File: config.mk
export PLATFORM = sky130hd
export DESIGN_NAME = opcode_map_decoder
export DESIGN_NICKNAME = d
export VERILOG_FILES = /design/src/core/opcode_map_decoder.v /design/src/core/opcode_row_lookup.v
export VERILOG_INCLUDE_DIRS = /design/src /design/src/core
export SDC_FILE = /design/constraint.sdc
export NUM_CORES = 1
export LEC_CHECK = 0
export BUFFER_PORTS_ARGS = -buffer_cell sky130_fd_sc_hd__buf_4
export CAP_MARGIN = 30
export CORE_UTILIZATION = 45
export CTS_CLUSTER_DIAMETER = 200
export CTS_CLUSTER_SIZE = 16
export DETAILED_ROUTE_END_ITERATION = 12
export HOLD_SLACK_MARGIN = 0.03
export PLACE_DENSITY = 0.76
export SETUP_SLACK_MARGIN = 0.4
export SYNTH_ARGS = -nofsm -noshare
export SYNTH_HDL_FRONTEND = slang
export SYNTH_SLANG_ARGS = --single-unit
File: constraint.sdc
create_clock -name sys_clk -period 4.71 [get_ports sys_clk]
set_input_delay 0.471 -clock sys_clk [delete_from_list [all_inputs] [get_ports sys_clk]]
set_output_delay 0.471 -clock sys_clk [all_outputs]
set_load 0.1 [all_outputs]
File: src/core/opcode_map_defs.vh
// Constants for the opcode map decoder: operations, modes, lengths, cycle counts
`ifndef OPCODE_MAP_DEFS_VH
`define OPCODE_MAP_DEFS_VH

// Prefix byte that selects stack-pointer-relative forms
`define PREFIX_SP 8'h9e

// Operation codes (6 bits)
`define OP_ILLEGAL 6'h00
`define OP_BRANCH_IF_BIT_SET 6'h01
`define OP_BRANCH_IF_BIT_CLEAR 6'h02
`define OP_SET_MEMORY_BIT 6'h03
`define OP_CLEAR_MEMORY_BIT 6'h04
`define OP_BRANCH_SIGNED_GE 6'h05
`define OP_BRANCH_SIGNED_LT 6'h06
`define OP_BRANCH_SIGNED_LE 6'h07
`define OP_SUBTRACT 6'h08
`define OP_COMPARE_ACCUMULATOR 6'h09
`define OP_SUBTRACT_WITH_CARRY 6'h0a
`define OP_COMPARE_INDEX_LOW 6'h0b
`define OP_LOGICAL_AND 6'h0c
`define OP_BIT_TEST 6'h0d
`define OP_LOAD_ACCUMULATOR 6'h0e
`define OP_STORE_ACCUMULATOR 6'h0f
`define OP_ADD_IMMEDIATE_STACK_POINTER 6'h10
`define OP_COMPARE_BRANCH_EQUAL 6'h11
`define OP_COMPARE_BRANCH_EQUAL_ACC_IMM 6'h12
`define OP_COMPARE_BRANCH_EQUAL_INDEX_IMM 6'h13
`define OP_SUBROUTINE_RETURN 6'h14

// Addressing modes (4 bits)
`define MODE_NONE 4'h0
`define MODE_DIRECT 4'h1
`define MODE_RELATIVE 4'h2
`define MODE_IMMEDIATE 4'h3
`define MODE_EXTENDED 4'h4
`define MODE_INDEXED_16BIT_OFFSET 4'h5
`define MODE_INDEXED_8BIT_OFFSET 4'h6
`define MODE_INDEXED 4'h7
`define MODE_STACK_8BIT_OFFSET 4'h8
`define MODE_STACK_16BIT_OFFSET 4'h9
`define MODE_INDEXED_8BIT_OFFSET_POSTINC 4'ha
`define MODE_INDEXED_POSTINC 4'hb
`define MODE_INHERENT 4'hc

// Lengths in bytes (3 bits) and cycle counts (4 bits)
`define LEN_1 3'h1
`define LEN_2 3'h2
`define LEN_3 3'h3
`define LEN_4 3'h4
`define CYC_2 4'h2
`define CYC_3 4'h3
`define CYC_4 4'h4
`define CYC_5 4'h5
`define CYC_6 4'h6

// Reset values of the decoded outputs
`define RST_OP 6'h00
`define RST_MODE 4'h0
`define RST_LEN 3'h0
`define RST_CYC 4'h0

`endif

File: src/core/opcode_map_decoder.v
// Registered opcode decoder stage with prefix tracking and index advance
`timescale 1ns/1ns

// Overview of operation
// - Row 0: bit test-and-branch, 3 bytes, 5 cycles
// - Row 1: bit set/clear, 2 bytes, 4 cycles
// - Row 9 low 0,1,3: signed branches, 2/3
// - Columns A-D pick immediate/direct/extended/16-bit indexed
// - Low nibble selects register/memory operation
// - A7 is stack add immediate, not store
// - Compare-branch-equal variants with their lengths, cycles
// - 71 post-increment compare-branch; 81 subroutine return
// - Post-increment modes advance index after operand
module opcode_map_decoder (
    sys_clk,
    reset_n,
    fetch_valid,
    fetch_byte,
    operand_fetched,
    index_in,
    dec_valid,
    dec_op,
    dec_mode,
    dec_len,
    dec_cycles,
    dec_bit_index,
    dec_postinc,
    dec_illegal,
    prefix_pending,
    index_update,
    index_next
);
`include "opcode_map_defs.vh"
    input wire sys_clk; // Processor bus clock, 25 MHz
    input wire reset_n; // Synchronous reset, active low
    input wire fetch_valid; // Fetch unit presents an opcode byte
    input wire [7:0] fetch_byte; // Fetched opcode or prefix byte
    input wire operand_fetched; // Execution stage finished operand fetch
    input wire [15:0] index_in; // Current index register value
    output reg dec_valid; // High the cycle after each opcode byte, so it stays high over back-to-back bytes: decode fields valid
    output reg [5:0] dec_op; // Operation
    output reg [3:0] dec_mode; // Addressing mode
    output reg [2:0] dec_len; // Instruction bytes
    output reg [3:0] dec_cycles; // Execution cycles
    output reg [2:0] dec_bit_index; // Bit number
    output reg dec_postinc; // Post-increment instruction
    output reg dec_illegal; // Opcode not covered here
    output wire prefix_pending; // Prefix seen, awaiting next byte
    output reg index_update; // Pulse: load index_next into index
    output reg [15:0] index_next; // Advanced index value

    reg prefix_q; // Prefix byte has been taken
    reg prefix_d;
    reg postinc_q; // Current instruction advances index
    reg postinc_d;
    wire is_prefix; // Incoming byte is the prefix
    wire [5:0] lk_op;
    wire [3:0] lk_mode;
    wire [2:0] lk_len;
    wire [3:0] lk_cycles;
    wire [2:0] lk_bit;
    wire lk_postinc;
    wire lk_legal;

    // A second prefix in a row is treated as an ordinary opcode, not chained
    assign is_prefix = fetch_valid && !prefix_q && (fetch_byte == `PREFIX_SP);
    assign prefix_pending = prefix_q;

    // Table lookup for the byte following any prefix
    opcode_row_lookup u_lookup (
        .opcode(fetch_byte),
        .sp_prefix(prefix_q),
        .op(lk_op),
        .mode(lk_mode),
        .len(lk_len),
        .cycles(lk_cycles),
        .bit_index(lk_bit),
        .postinc(lk_postinc),
        .legal(lk_legal)
    );

    // Next-state for prefix and post-increment tracking
    always @* begin
        prefix_d = prefix_q;
        postinc_d = postinc_q;
        if (fetch_valid) begin
            // Prefix arms the stack-relative decode of the next byte
            prefix_d = is_prefix;
            if (!is_prefix) begin
                postinc_d = lk_postinc && lk_legal;
            end
        end else if (operand_fetched) begin
            // Advance happens once, then clears
            postinc_d = 1'b0;
        end
    end

    // Decode output register
    always @(posedge sys_clk) begin
        if (!reset_n) begin
            prefix_q <= 1'b0;
            postinc_q <= 1'b0;
            dec_valid <= 1'b0;
            dec_op <= `RST_OP;
            dec_mode <= `RST_MODE;
            dec_len <= `RST_LEN;
            dec_cycles <= `RST_CYC;
            dec_bit_index <= 3'h0;
            dec_postinc <= 1'b0;
            dec_illegal <= 1'b0;
        end else begin
            prefix_q <= prefix_d;
            postinc_q <= postinc_d;
            // Pulse only on a real opcode byte, never on the prefix itself
            dec_valid <= fetch_valid && !is_prefix;
            if (fetch_valid && !is_prefix) begin
                dec_op <= lk_op;
                dec_mode <= lk_mode;
                dec_len <= lk_len;
                dec_cycles <= lk_cycles;
                dec_bit_index <= lk_bit;
                dec_postinc <= lk_postinc;
                dec_illegal <= !lk_legal;
            end
        end
    end

    // Index advance after operand fetch of post-increment forms
    always @(posedge sys_clk) begin
        if (!reset_n) begin
            index_update <= 1'b0;
            index_next <= 16'h0000;
        end else begin
            // Next access uses the following address
            index_update <= operand_fetched && postinc_q && !fetch_valid;
            if (operand_fetched && postinc_q && !fetch_valid) begin
                index_next <= index_in + 16'h0001;
            end
        end
    end
endmodule

File: src/core/opcode_row_lookup.v
// Combinational lookup of one opcode (low nibble 0..7) into its control fields
`timescale 1ns/1ns

module opcode_row_lookup (
    opcode,
    sp_prefix,
    op,
    mode,
    len,
    cycles,
    bit_index,
    postinc,
    legal
);
`include "opcode_map_defs.vh"
    input wire [7:0] opcode; // Opcode byte after any prefix
    input wire sp_prefix; // Prefix byte preceded this opcode
    output reg [5:0] op; // Decoded operation
    output reg [3:0] mode; // Decoded addressing mode
    output reg [2:0] len; // Bytes including prefix
    output reg [3:0] cycles; // Cycles including prefix
    output reg [2:0] bit_index; // Bit number for bit operations
    output reg postinc; // Index advances after operand fetch
    output reg legal; // Opcode is covered by this decoder

    wire [3:0] hi = opcode[7:4]; // Row selector column
    wire [3:0] lo = opcode[3:0]; // Operation selector

    // Main decode table
    always @* begin
        op = `OP_ILLEGAL;
        mode = `MODE_NONE;
        len = `RST_LEN;
        cycles = `RST_CYC;
        bit_index = lo[3:1];
        postinc = 1'b0;
        legal = 1'b0;
        if (lo[3] == 1'b0) begin
            if (!sp_prefix) begin
                case (hi)
                    4'h0: begin
                        // Test-bit-and-branch
                        op = lo[0] ? `OP_BRANCH_IF_BIT_CLEAR : `OP_BRANCH_IF_BIT_SET;
                        mode = `MODE_DIRECT;
                        len = `LEN_3;
                        cycles = `CYC_5;
                        legal = 1'b1;
                    end
                    4'h1: begin
                        // Single-bit write
                        op = lo[0] ? `OP_CLEAR_MEMORY_BIT : `OP_SET_MEMORY_BIT;
                        mode = `MODE_DIRECT;
                        len = `LEN_2;
                        cycles = `CYC_4;
                        legal = 1'b1;
                    end
                    4'h3, 4'h4, 4'h5, 4'h6, 4'h7: begin
                        if (lo == 4'h1) begin
                            legal = 1'b1;
                            case (hi)
                                4'h3: begin
                                    // Direct compare-and-branch
                                    op = `OP_COMPARE_BRANCH_EQUAL;
                                    mode = `MODE_DIRECT;
                                    len = `LEN_3;
                                    cycles = `CYC_5;
                                end
                                4'h4: begin
                                    // Accumulator against immediate
                                    op = `OP_COMPARE_BRANCH_EQUAL_ACC_IMM;
                                    mode = `MODE_IMMEDIATE;
                                    len = `LEN_3;
                                    cycles = `CYC_4;
                                end
                                4'h5: begin
                                    // Index against immediate
                                    op = `OP_COMPARE_BRANCH_EQUAL_INDEX_IMM;
                                    mode = `MODE_IMMEDIATE;
                                    len = `LEN_3;
                                    cycles = `CYC_4;
                                end
                                4'h6: begin
                                    // Offset with post-increment
                                    op = `OP_COMPARE_BRANCH_EQUAL;
                                    mode = `MODE_INDEXED_8BIT_OFFSET_POSTINC;
                                    len = `LEN_3;
                                    cycles = `CYC_5;
                                    postinc = 1'b1;
                                end
                                default: begin
                                    // No-offset post-increment form
                                    op = `OP_COMPARE_BRANCH_EQUAL;
                                    mode = `MODE_INDEXED_POSTINC;
                                    len = `LEN_2;
                                    cycles = `CYC_4;
                                    postinc = 1'b1;
                                end
                            endcase
                        end
                    end
                    4'h8: begin
                        if (lo == 4'h1) begin
                            // Subroutine return
                            op = `OP_SUBROUTINE_RETURN;
                            mode = `MODE_INHERENT;
                            len = `LEN_1;
                            cycles = `CYC_4;
                            legal = 1'b1;
                        end
                    end
                    4'h9: begin
                        // Signed relative branches
                        legal = (lo == 4'h0) || (lo == 4'h1) || (lo == 4'h3);
                        op = (lo == 4'h0) ? `OP_BRANCH_SIGNED_GE :
                             (lo == 4'h1) ? `OP_BRANCH_SIGNED_LT :
                             (lo == 4'h3) ? `OP_BRANCH_SIGNED_LE : `OP_ILLEGAL;
                        mode = legal ? `MODE_RELATIVE : `MODE_NONE;
                        len = legal ? `LEN_2 : `RST_LEN;
                        cycles = legal ? `CYC_3 : `RST_CYC;
                    end
                    4'ha, 4'hb, 4'hc, 4'hd, 4'he, 4'hf: begin
                        // Register/memory operation from low nibble
                        op = `OP_SUBTRACT + {3'h0, lo[2:0]};
                        legal = 1'b1;
                        case (hi)
                            4'ha: begin
                                // Immediate column
                                mode = `MODE_IMMEDIATE;
                                len = `LEN_2;
                                cycles = `CYC_2;
                                if (lo == 4'h7) begin
                                    // No immediate store; stack adjust instead
                                    op = `OP_ADD_IMMEDIATE_STACK_POINTER;
                                end
                            end
                            4'hb: begin
                                // Direct column
                                mode = `MODE_DIRECT;
                                len = `LEN_2;
                                cycles = `CYC_3;
                            end
                            4'hc: begin
                                // Extended column
                                mode = `MODE_EXTENDED;
                                len = `LEN_3;
                                cycles = `CYC_4;
                            end
                            4'hd: begin
                                // 16-bit indexed offset column
                                mode = `MODE_INDEXED_16BIT_OFFSET;
                                len = `LEN_3;
                                cycles = `CYC_4;
                            end
                            4'he: begin
                                // 8-bit indexed offset column
                                mode = `MODE_INDEXED_8BIT_OFFSET;
                                len = `LEN_2;
                                cycles = `CYC_3;
                            end
                            default: begin
                                // Indexed, no offset column
                                mode = `MODE_INDEXED;
                                len = `LEN_1;
                                cycles = `CYC_2;
                            end
                        endcase
                    end
                    default: begin
                        // Rows outside this decoder stay illegal
                        legal = 1'b0;
                    end
                endcase
            end else begin
                // Prefixed forms; lengths and cycles include the prefix
                case (hi)
                    4'h6: begin
                        if (lo == 4'h1) begin
                            // Stack compare-and-branch
                            op = `OP_COMPARE_BRANCH_EQUAL;
                            mode = `MODE_STACK_8BIT_OFFSET;
                            len = `LEN_4;
                            cycles = `CYC_6;
                            legal = 1'b1;
                        end
                    end
                    4'hd: begin
                        // Stack 16-bit offset register/memory
                        op = `OP_SUBTRACT + {3'h0, lo[2:0]};
                        mode = `MODE_STACK_16BIT_OFFSET;
                        len = `LEN_4;
                        cycles = `CYC_5;
                        legal = 1'b1;
                    end
                    4'he: begin
                        // Stack 8-bit offset register/memory
                        op = `OP_SUBTRACT + {3'h0, lo[2:0]};
                        mode = `MODE_STACK_8BIT_OFFSET;
                        len = `LEN_3;
                        cycles = `CYC_4;
                        legal = 1'b1;
                    end
                    default: begin
                        // No other prefixed forms here
                        legal = 1'b0;
                    end
                endcase
            end
        end
    end
endmodule

==> reports/results.txt, run 1 <==
Drt pass-1 iters = 4
Worst path slowest cell = dfxtp_1
Gr usage total = 23.89%
Clock transition at the registers of the reported paths = 0.08 ns
Detail Placement HPWL = 4413 µm
Hold Crit Class = in -> reg
Period utilization = 43.46%
Mapped Area = 2345 µm²
WP data required = 4.89 ns
Pleak = 1.151 nW
Total Wirelength = 6183 µm
Top Ports = 69
Rows = 25
CTS tree = done
Share of post-route cells with drive strength above 1 = 23.43%
Routed vias/inst = 5.739
Drt wl/cell = 14.83 µm
Clock power frac = 37.4%
Post-CTS setup buffers = 0
# DRC = 0
Unique masters post-synth = 54
Maximum clock frequency = 0.4885 GHz
Initial DRC count = 279
Post_cts resized = 0
#FFs+latches synth = 40
Die area = 5503 µm²
Actual slew at the worst max-slew pin = 0.7914 ns
Clock Skews = 0.005644 ns
CP max stage delay = 0.78 ns
# Max-Cap Violations = 0
Placer's final routability congestion estimate = 0.9559
Final core utilization = 59.95%
Number of global-route vias before repair = 2199
# clock sinks = 40
Max transition margin = 46.49%
Die Span X = 74.19 µm
Fin. max-slew vios = 0
NumNets Final = 378
Worst-Skew Late Latency = 0.30 ns
Register area share after synthesis = 34.15%
Crit Path Category = reg -> reg
Hold_buf cts = 0
Avg Inst Size Synth = 7.738 µm²
Total CTS buffers = 5
CP delay by family, top = flip-flops
Cell taking the most area after synthesis = dfxtp_1
First-pass GRT wire length = 10070 µm
Sw frac = 29.05%
Initial antenna violation count = 0
Core area = 4880 µm²
Synth top area share = 34.15%
Clock tree buffer depth = 2
Initial Util = 48.05%
Ant. Diodes = 0
Post-synth EDFFs = 0
Final ANT Viol Nets = 0
Post-Syn Instances = 303
Die height = 74.19 µm
Combinational share of power = 20.2%
Root Driver = clkbuf_8
Cell-by-cell trace of the critical path = nor4bb_1 -> nand4_1 -> nand2_1 -> a32o_1
Top-count cell post-synth = dfxtp_1
Dpl ws = 2.593 ns
IO Port Bufs = 66
Critical Path Start Type = flop
VDD IR-drop max = 0.0001801 V
YS warnings = 0
H-tree Lvls = 2
GR Overflow Total = 0
Setup Viol. Count Final = 0
Status = finished clean
Async S/R FF share, synth = 0%
Routed vias = 2393
Ys flop type = dfxtp_1
CP max FO = 20
Area delta synth->final = 24.76%
Buf+Inv Stages, Crit Path = 0
WP data arrival = 2.23 ns
Largest net degree at the start of global routing = 30
Most area-consuming cells after synthesis = dfxtp_1 (34%), a21oi_1 (6.4%), nor2_1 (5.1%), nand2_1 (4.2%), xnor2_1 (3.4%)
Final setup TNS = 0 ns
Fin worst setup slack = 2.663 ns
Pwr Density = 279.6 nW/µm²
Internal power = 0.5803 mW
Crit end category = flop
Final Critical Period = 2.047 ns
Synth cell count leaders = dfxtp_1 (40), nor2_1 (32), a21oi_1 (30)
NetSw = 0.2376 mW
RSZ-0062 raised after global routing = no
Final hold viol count = 0
Sequential share of power = 42.4%
-- cell families (layout without fill, tap and decap cells) --
logic type | after synthesis | count (layout) | share of synthesized area (%)
XOR/XNOR | 18 | 18 | 6.724
AND/OR/NAND/NOR | 122 | 122 | 27.00
multiplexers | 1 | 1 | 0.4269
flip-flops | 40 | 40 | 34.15
AO/OA/AOI/OAI | 84 | 84 | 23.37
buffers and inverters | 35 | 81 | 7.203
adder cells (fa/ha/maj) | 2 | 2 | 0.9604
other | 1 | 2 | 0.1599
-- power by group through the flow --
stage               Clock (mW)  Combinational, mW  Sequential, mW
finish                   0.306              0.165           0.347
global route             0.329              0.177           0.348
CTS                      0.309              0.164           0.347
detailed placement           0              0.163           0.355
global placement             0              0.162           0.355
floorplan                    0             0.0790           0.397
-- flip-flops by register name, indices dropped and copies added, names as in the netlist, 3 cells and up --
signal and flops:
dec_len 3, dec_bit_index 3, dec_mode 4, dec_cycles 3, index_next 16, dec_op 5
-- layout make-up --
class / instances / area, µm²
Clock inverter: 1 / 30.03
Fill cell: 481 / 1954
Inverter: 6 / 22.52
Tap cell: 67 / 83.83
Clock buffer: 7 / 96.34
Timing Repair Buffer: 67 / 510.5
Multi-Input combinational cell: 229 / 1381
Sequential cell: 40 / 800.8
-- routing by layer --
| layer | track usage (%) | up-vias | part of all wire (%) |
|---|---|---|---|
| li1 | - | 1185 | - |
| met1 | 30.32 | 1095 | 44 |
| met2 | 38.08 | 100 | 47 |
| met3 | 5.556 | 13 | 7.0 |
| met4 | 11.75 | 0 | 2.2 |
| met5 | 0 | - | 0 |
-- worst paths after layout --
kind,start,endpoint,slack [ns],cells after the start
max,prefix_pending,dec_op[0],2.66,4
max reg2reg,prefix_pending,dec_op[0],2.66,4
min reg2reg,dec_bit_index[1],dec_bit_index[1],0.46,2
min,index_in[0],index_next[0],0.39,2
-- per-stage QoR --
step	power, mW	instances	hold slack (ns)	area (µm²)
detailed placement	0.5182	409	0.4549	2799
global placement	0.5170	408	0.4444	2784
CTS	0.8199	417	0.3897	2925
global route	0.8536	417	0.3865	2925
floorplan	0.4757	304	0.4392	2349
finish	0.8179	417	0.3888	2925
-- cell usage in the layout, fill, tap and decap left out, types with 2 or more instances in the layout --
| cell | instances |
|---|---|
| and4bb_2 | 2 |
| nor2_1 | 31 |
| a31oi_1 | 3 |
| nand2b_1 | 9 |
| buf_4 | 66 |
| a21oi_1 | 30 |
| a22oi_1 | 5 |
| nor2b_1 | 2 |
| nor3_1 | 9 |
| clkbuf_8 | 7 |
| and2_1 | 2 |
| o211ai_1 | 4 |
| dfxtp_1 | 40 |
| o2111ai_1 | 2 |
| inv_1 | 5 |
| xnor2_1 | 9 |
| nand3_1 | 12 |
| nor4_1 | 3 |
| conb_1 | 2 |
| and3_1 | 2 |
| and2b_1 | 2 |
| a32oi_1 | 2 |
| a211oi_1 | 9 |
| or2_2 | 2 |
| o21ai_0 | 12 |
| a32o_1 | 6 |
| nand2_1 | 26 |
| xor2_1 | 9 |
| nand4_1 | 11 |
| nor4bb_1 | 2 |
Note: power is estimated with default switching activity, not from simulation.
==> inputs of run 2 (changes only) <==
clock period = 2 ns   (was 4.71 ns; I/O delays follow)
==> run 2 against run 1 <==
Compared with the run above:
- clock power grew 120%
- power grew 130%
- clock-buffer cell count shrank 2
- wire length grew 2.0%
- non-clock buffer count grew 8
- register-to-register slack lost 2.1 ns
- worst hold slack lost 0.28 ns
- sequential power grew 140%
- first-iteration DRC count grew 46%
- cell area grew 2.5%
- largest power group unchanged
==> reports/results.txt, run 2 (same netlist as run 1, synthesis figures left out) <==
Status = finished clean
Placed Area = 2840 µm²
Final hold slack = 0.1087 ns
HP Start = index_in[0]
Footprint of the multi-input gates = 1401 µm²
Final hold viol count = 0
Number of global-route vias before repair = 2080
Dpl ws = 0.2169 ns
Commonest cells after routing, fill and taps aside = buf_4 (74), dfxtp_1 (39), nor2_1 (31), a21oi_1 (30), nand2_1 (26)
Register-to-Register Path Depth = 6
Ant. Diodes = 0
Actual slew at the worst max-slew pin = 0.5749 ns
RSZ-0062 raised after global routing = no
Gr usage total = 23.36%
Drt wl/cell = 14.84 µm
Critical Path Source = prefix_pending
Fin. max-slew vios = 0
Pwr Density = 633.6 nW/µm²
Total Wirelength = 6308 µm
Worst-Skew Late Latency = 0.29 ns
Initial DRC count = 406
Pleak = 1.188 nW
Period utilization = 71.25%
CP max FO = 20
Most flops, register = index_next
Clock tree buffer depth = 2
FF-to-FF setup slack = 0.57 ns
Total power draw = 1.899 mW
Core area = 4880 µm²
# clock sinks = 40
Commonest non-fill, non-tap cell in the layout = buf_4
Final ANT Viol Nets = 0
NumNets Final = 386
WP data required = 2.24 ns
Hold Crit Endpoint = index_next[0]
Fin worst setup slack = 0.5750 ns
Clock Skews = 0.008912 ns
Reg2reg start = prefix_pending
R2r endpoint = postinc_q
IO Port Bufs = 66
Routed vias = 2462
WP data arrival = 1.66 ns
Root Driver = clkbuf_8
Rows = 25
Final instance area = 2998 µm²
Placed Cells = 415
Crit end category = flop
Setup Viol. Count Final = 0
Area delta synth->final = 27.86%
# fillers = 465
Clock transition at the registers of the reported paths = 0.09 ns
Max reg flops = 16
Detail Placement HPWL = 4509 µm
First-pass GRT wire length = 9977 µm
Placer's final routability congestion estimate = 0.9512
Hold Crit Class = in -> reg
Reg area = 804.5 µm²
Die area = 5503 µm²
Crit Path Category = reg -> reg
Die Span X = 74.19 µm
Initial Util = 48.05%
Hold depth = 2
Final core utilization = 61.44%
Largest net degree at the start of global routing = 32
Max transition margin = 61.38%
H-tree Lvls = 2
Drt pass-1 iters = 5
Top Ports = 69
Non-filler instance count after layout = 425
Total CTS buffers = 5
GR Overflow Total = 0
# DRC = 0
Routed vias/inst = 5.793
VDD IR-drop max = 0.0003501 V
Initial antenna violation count = 0
Critical Path Start Type = flop
Hold_buf cts = 0
Share of post-route cells with drive strength above 1 = 26.26%
Final Critical Period = 1.425 ns
Final setup TNS = 0 ns
CTS tree = done
Die height = 74.19 µm
# Max-Cap Violations = 0
Maximum clock frequency = 0.7017 GHz
Leading registers by flop count = index_next (16), dec_op (5), dec_mode (4)
==> run 2: cell types whose count changed in the layout (fill, tap and decap cells not counted), sizes merged <==
| cell | previous run | this run |
|---|---|---|
| buf | 67 | 75 |
| clkbuf | 7 | 5 |
| clkinvlp | 0 | 1 |
| inv | 5 | 6 |
==> run 2: timing repair <==
| item | in CTS | in global routing |
|---|---|---|
| gates resized for setup | 0 | 7 |
| setup buffers | 0 | 2 |
| endpoints found under the setup margin | 0 | 21 |
| endpoints found under the hold margin | 0 | 0 |
==> run 2: cell type report <==
cell class,instances,area share [%]
Clock inverter,3,1.544
Sequential cell,40,26.84
Multi-Input combinational cell,229,46.74
Timing Repair Buffer,75,19.03
Clock buffer,5,2.295
Inverter,6,0.7513
Tap cell,67,2.796
==> run 2: power breakdown <==
| part | switching [mW] | internal [mW] |
|---|---|---|
| Sequential | 0.00735 | 0.808 |
| Combinational | 0.273 | 0.128 |
| Clock | 0.307 | 0.376 |
| Total | 0.588 | 1.31 |
==> run 2: critical path, cell delays in order, from the launching register on <==
cell,delay [ns]
dfxtp_4,0.40
nor4bb_4,0.26
nand4_1,0.17
nand2_1,0.14
buf_8,0.17
a32oi_1,0.12
nor2_1,0.10
==> run 2: how the worst max path moves through the flow <==
stage / end / slack [ns]
2_1_floorplan: dec_mode[2] / 0.41
3_3_place_gp: dec_mode[0] / 0.26
3_5_place_dp: dec_mode[0] / 0.22
4_1_cts: postinc_q / 0.50
5_1_grt: dec_op[2] / 0.43
6_report: postinc_q / 0.57
==> run 2: per-layer routing <==
metal	GRT usage (%)	vias up	share of wire [%]
met3	7.453	13	9.9
met5	0	-	0
met1	31.69	1107	43
met2	35.56	140	46
li1	-	1202	-
met4	6.410	0	1.2
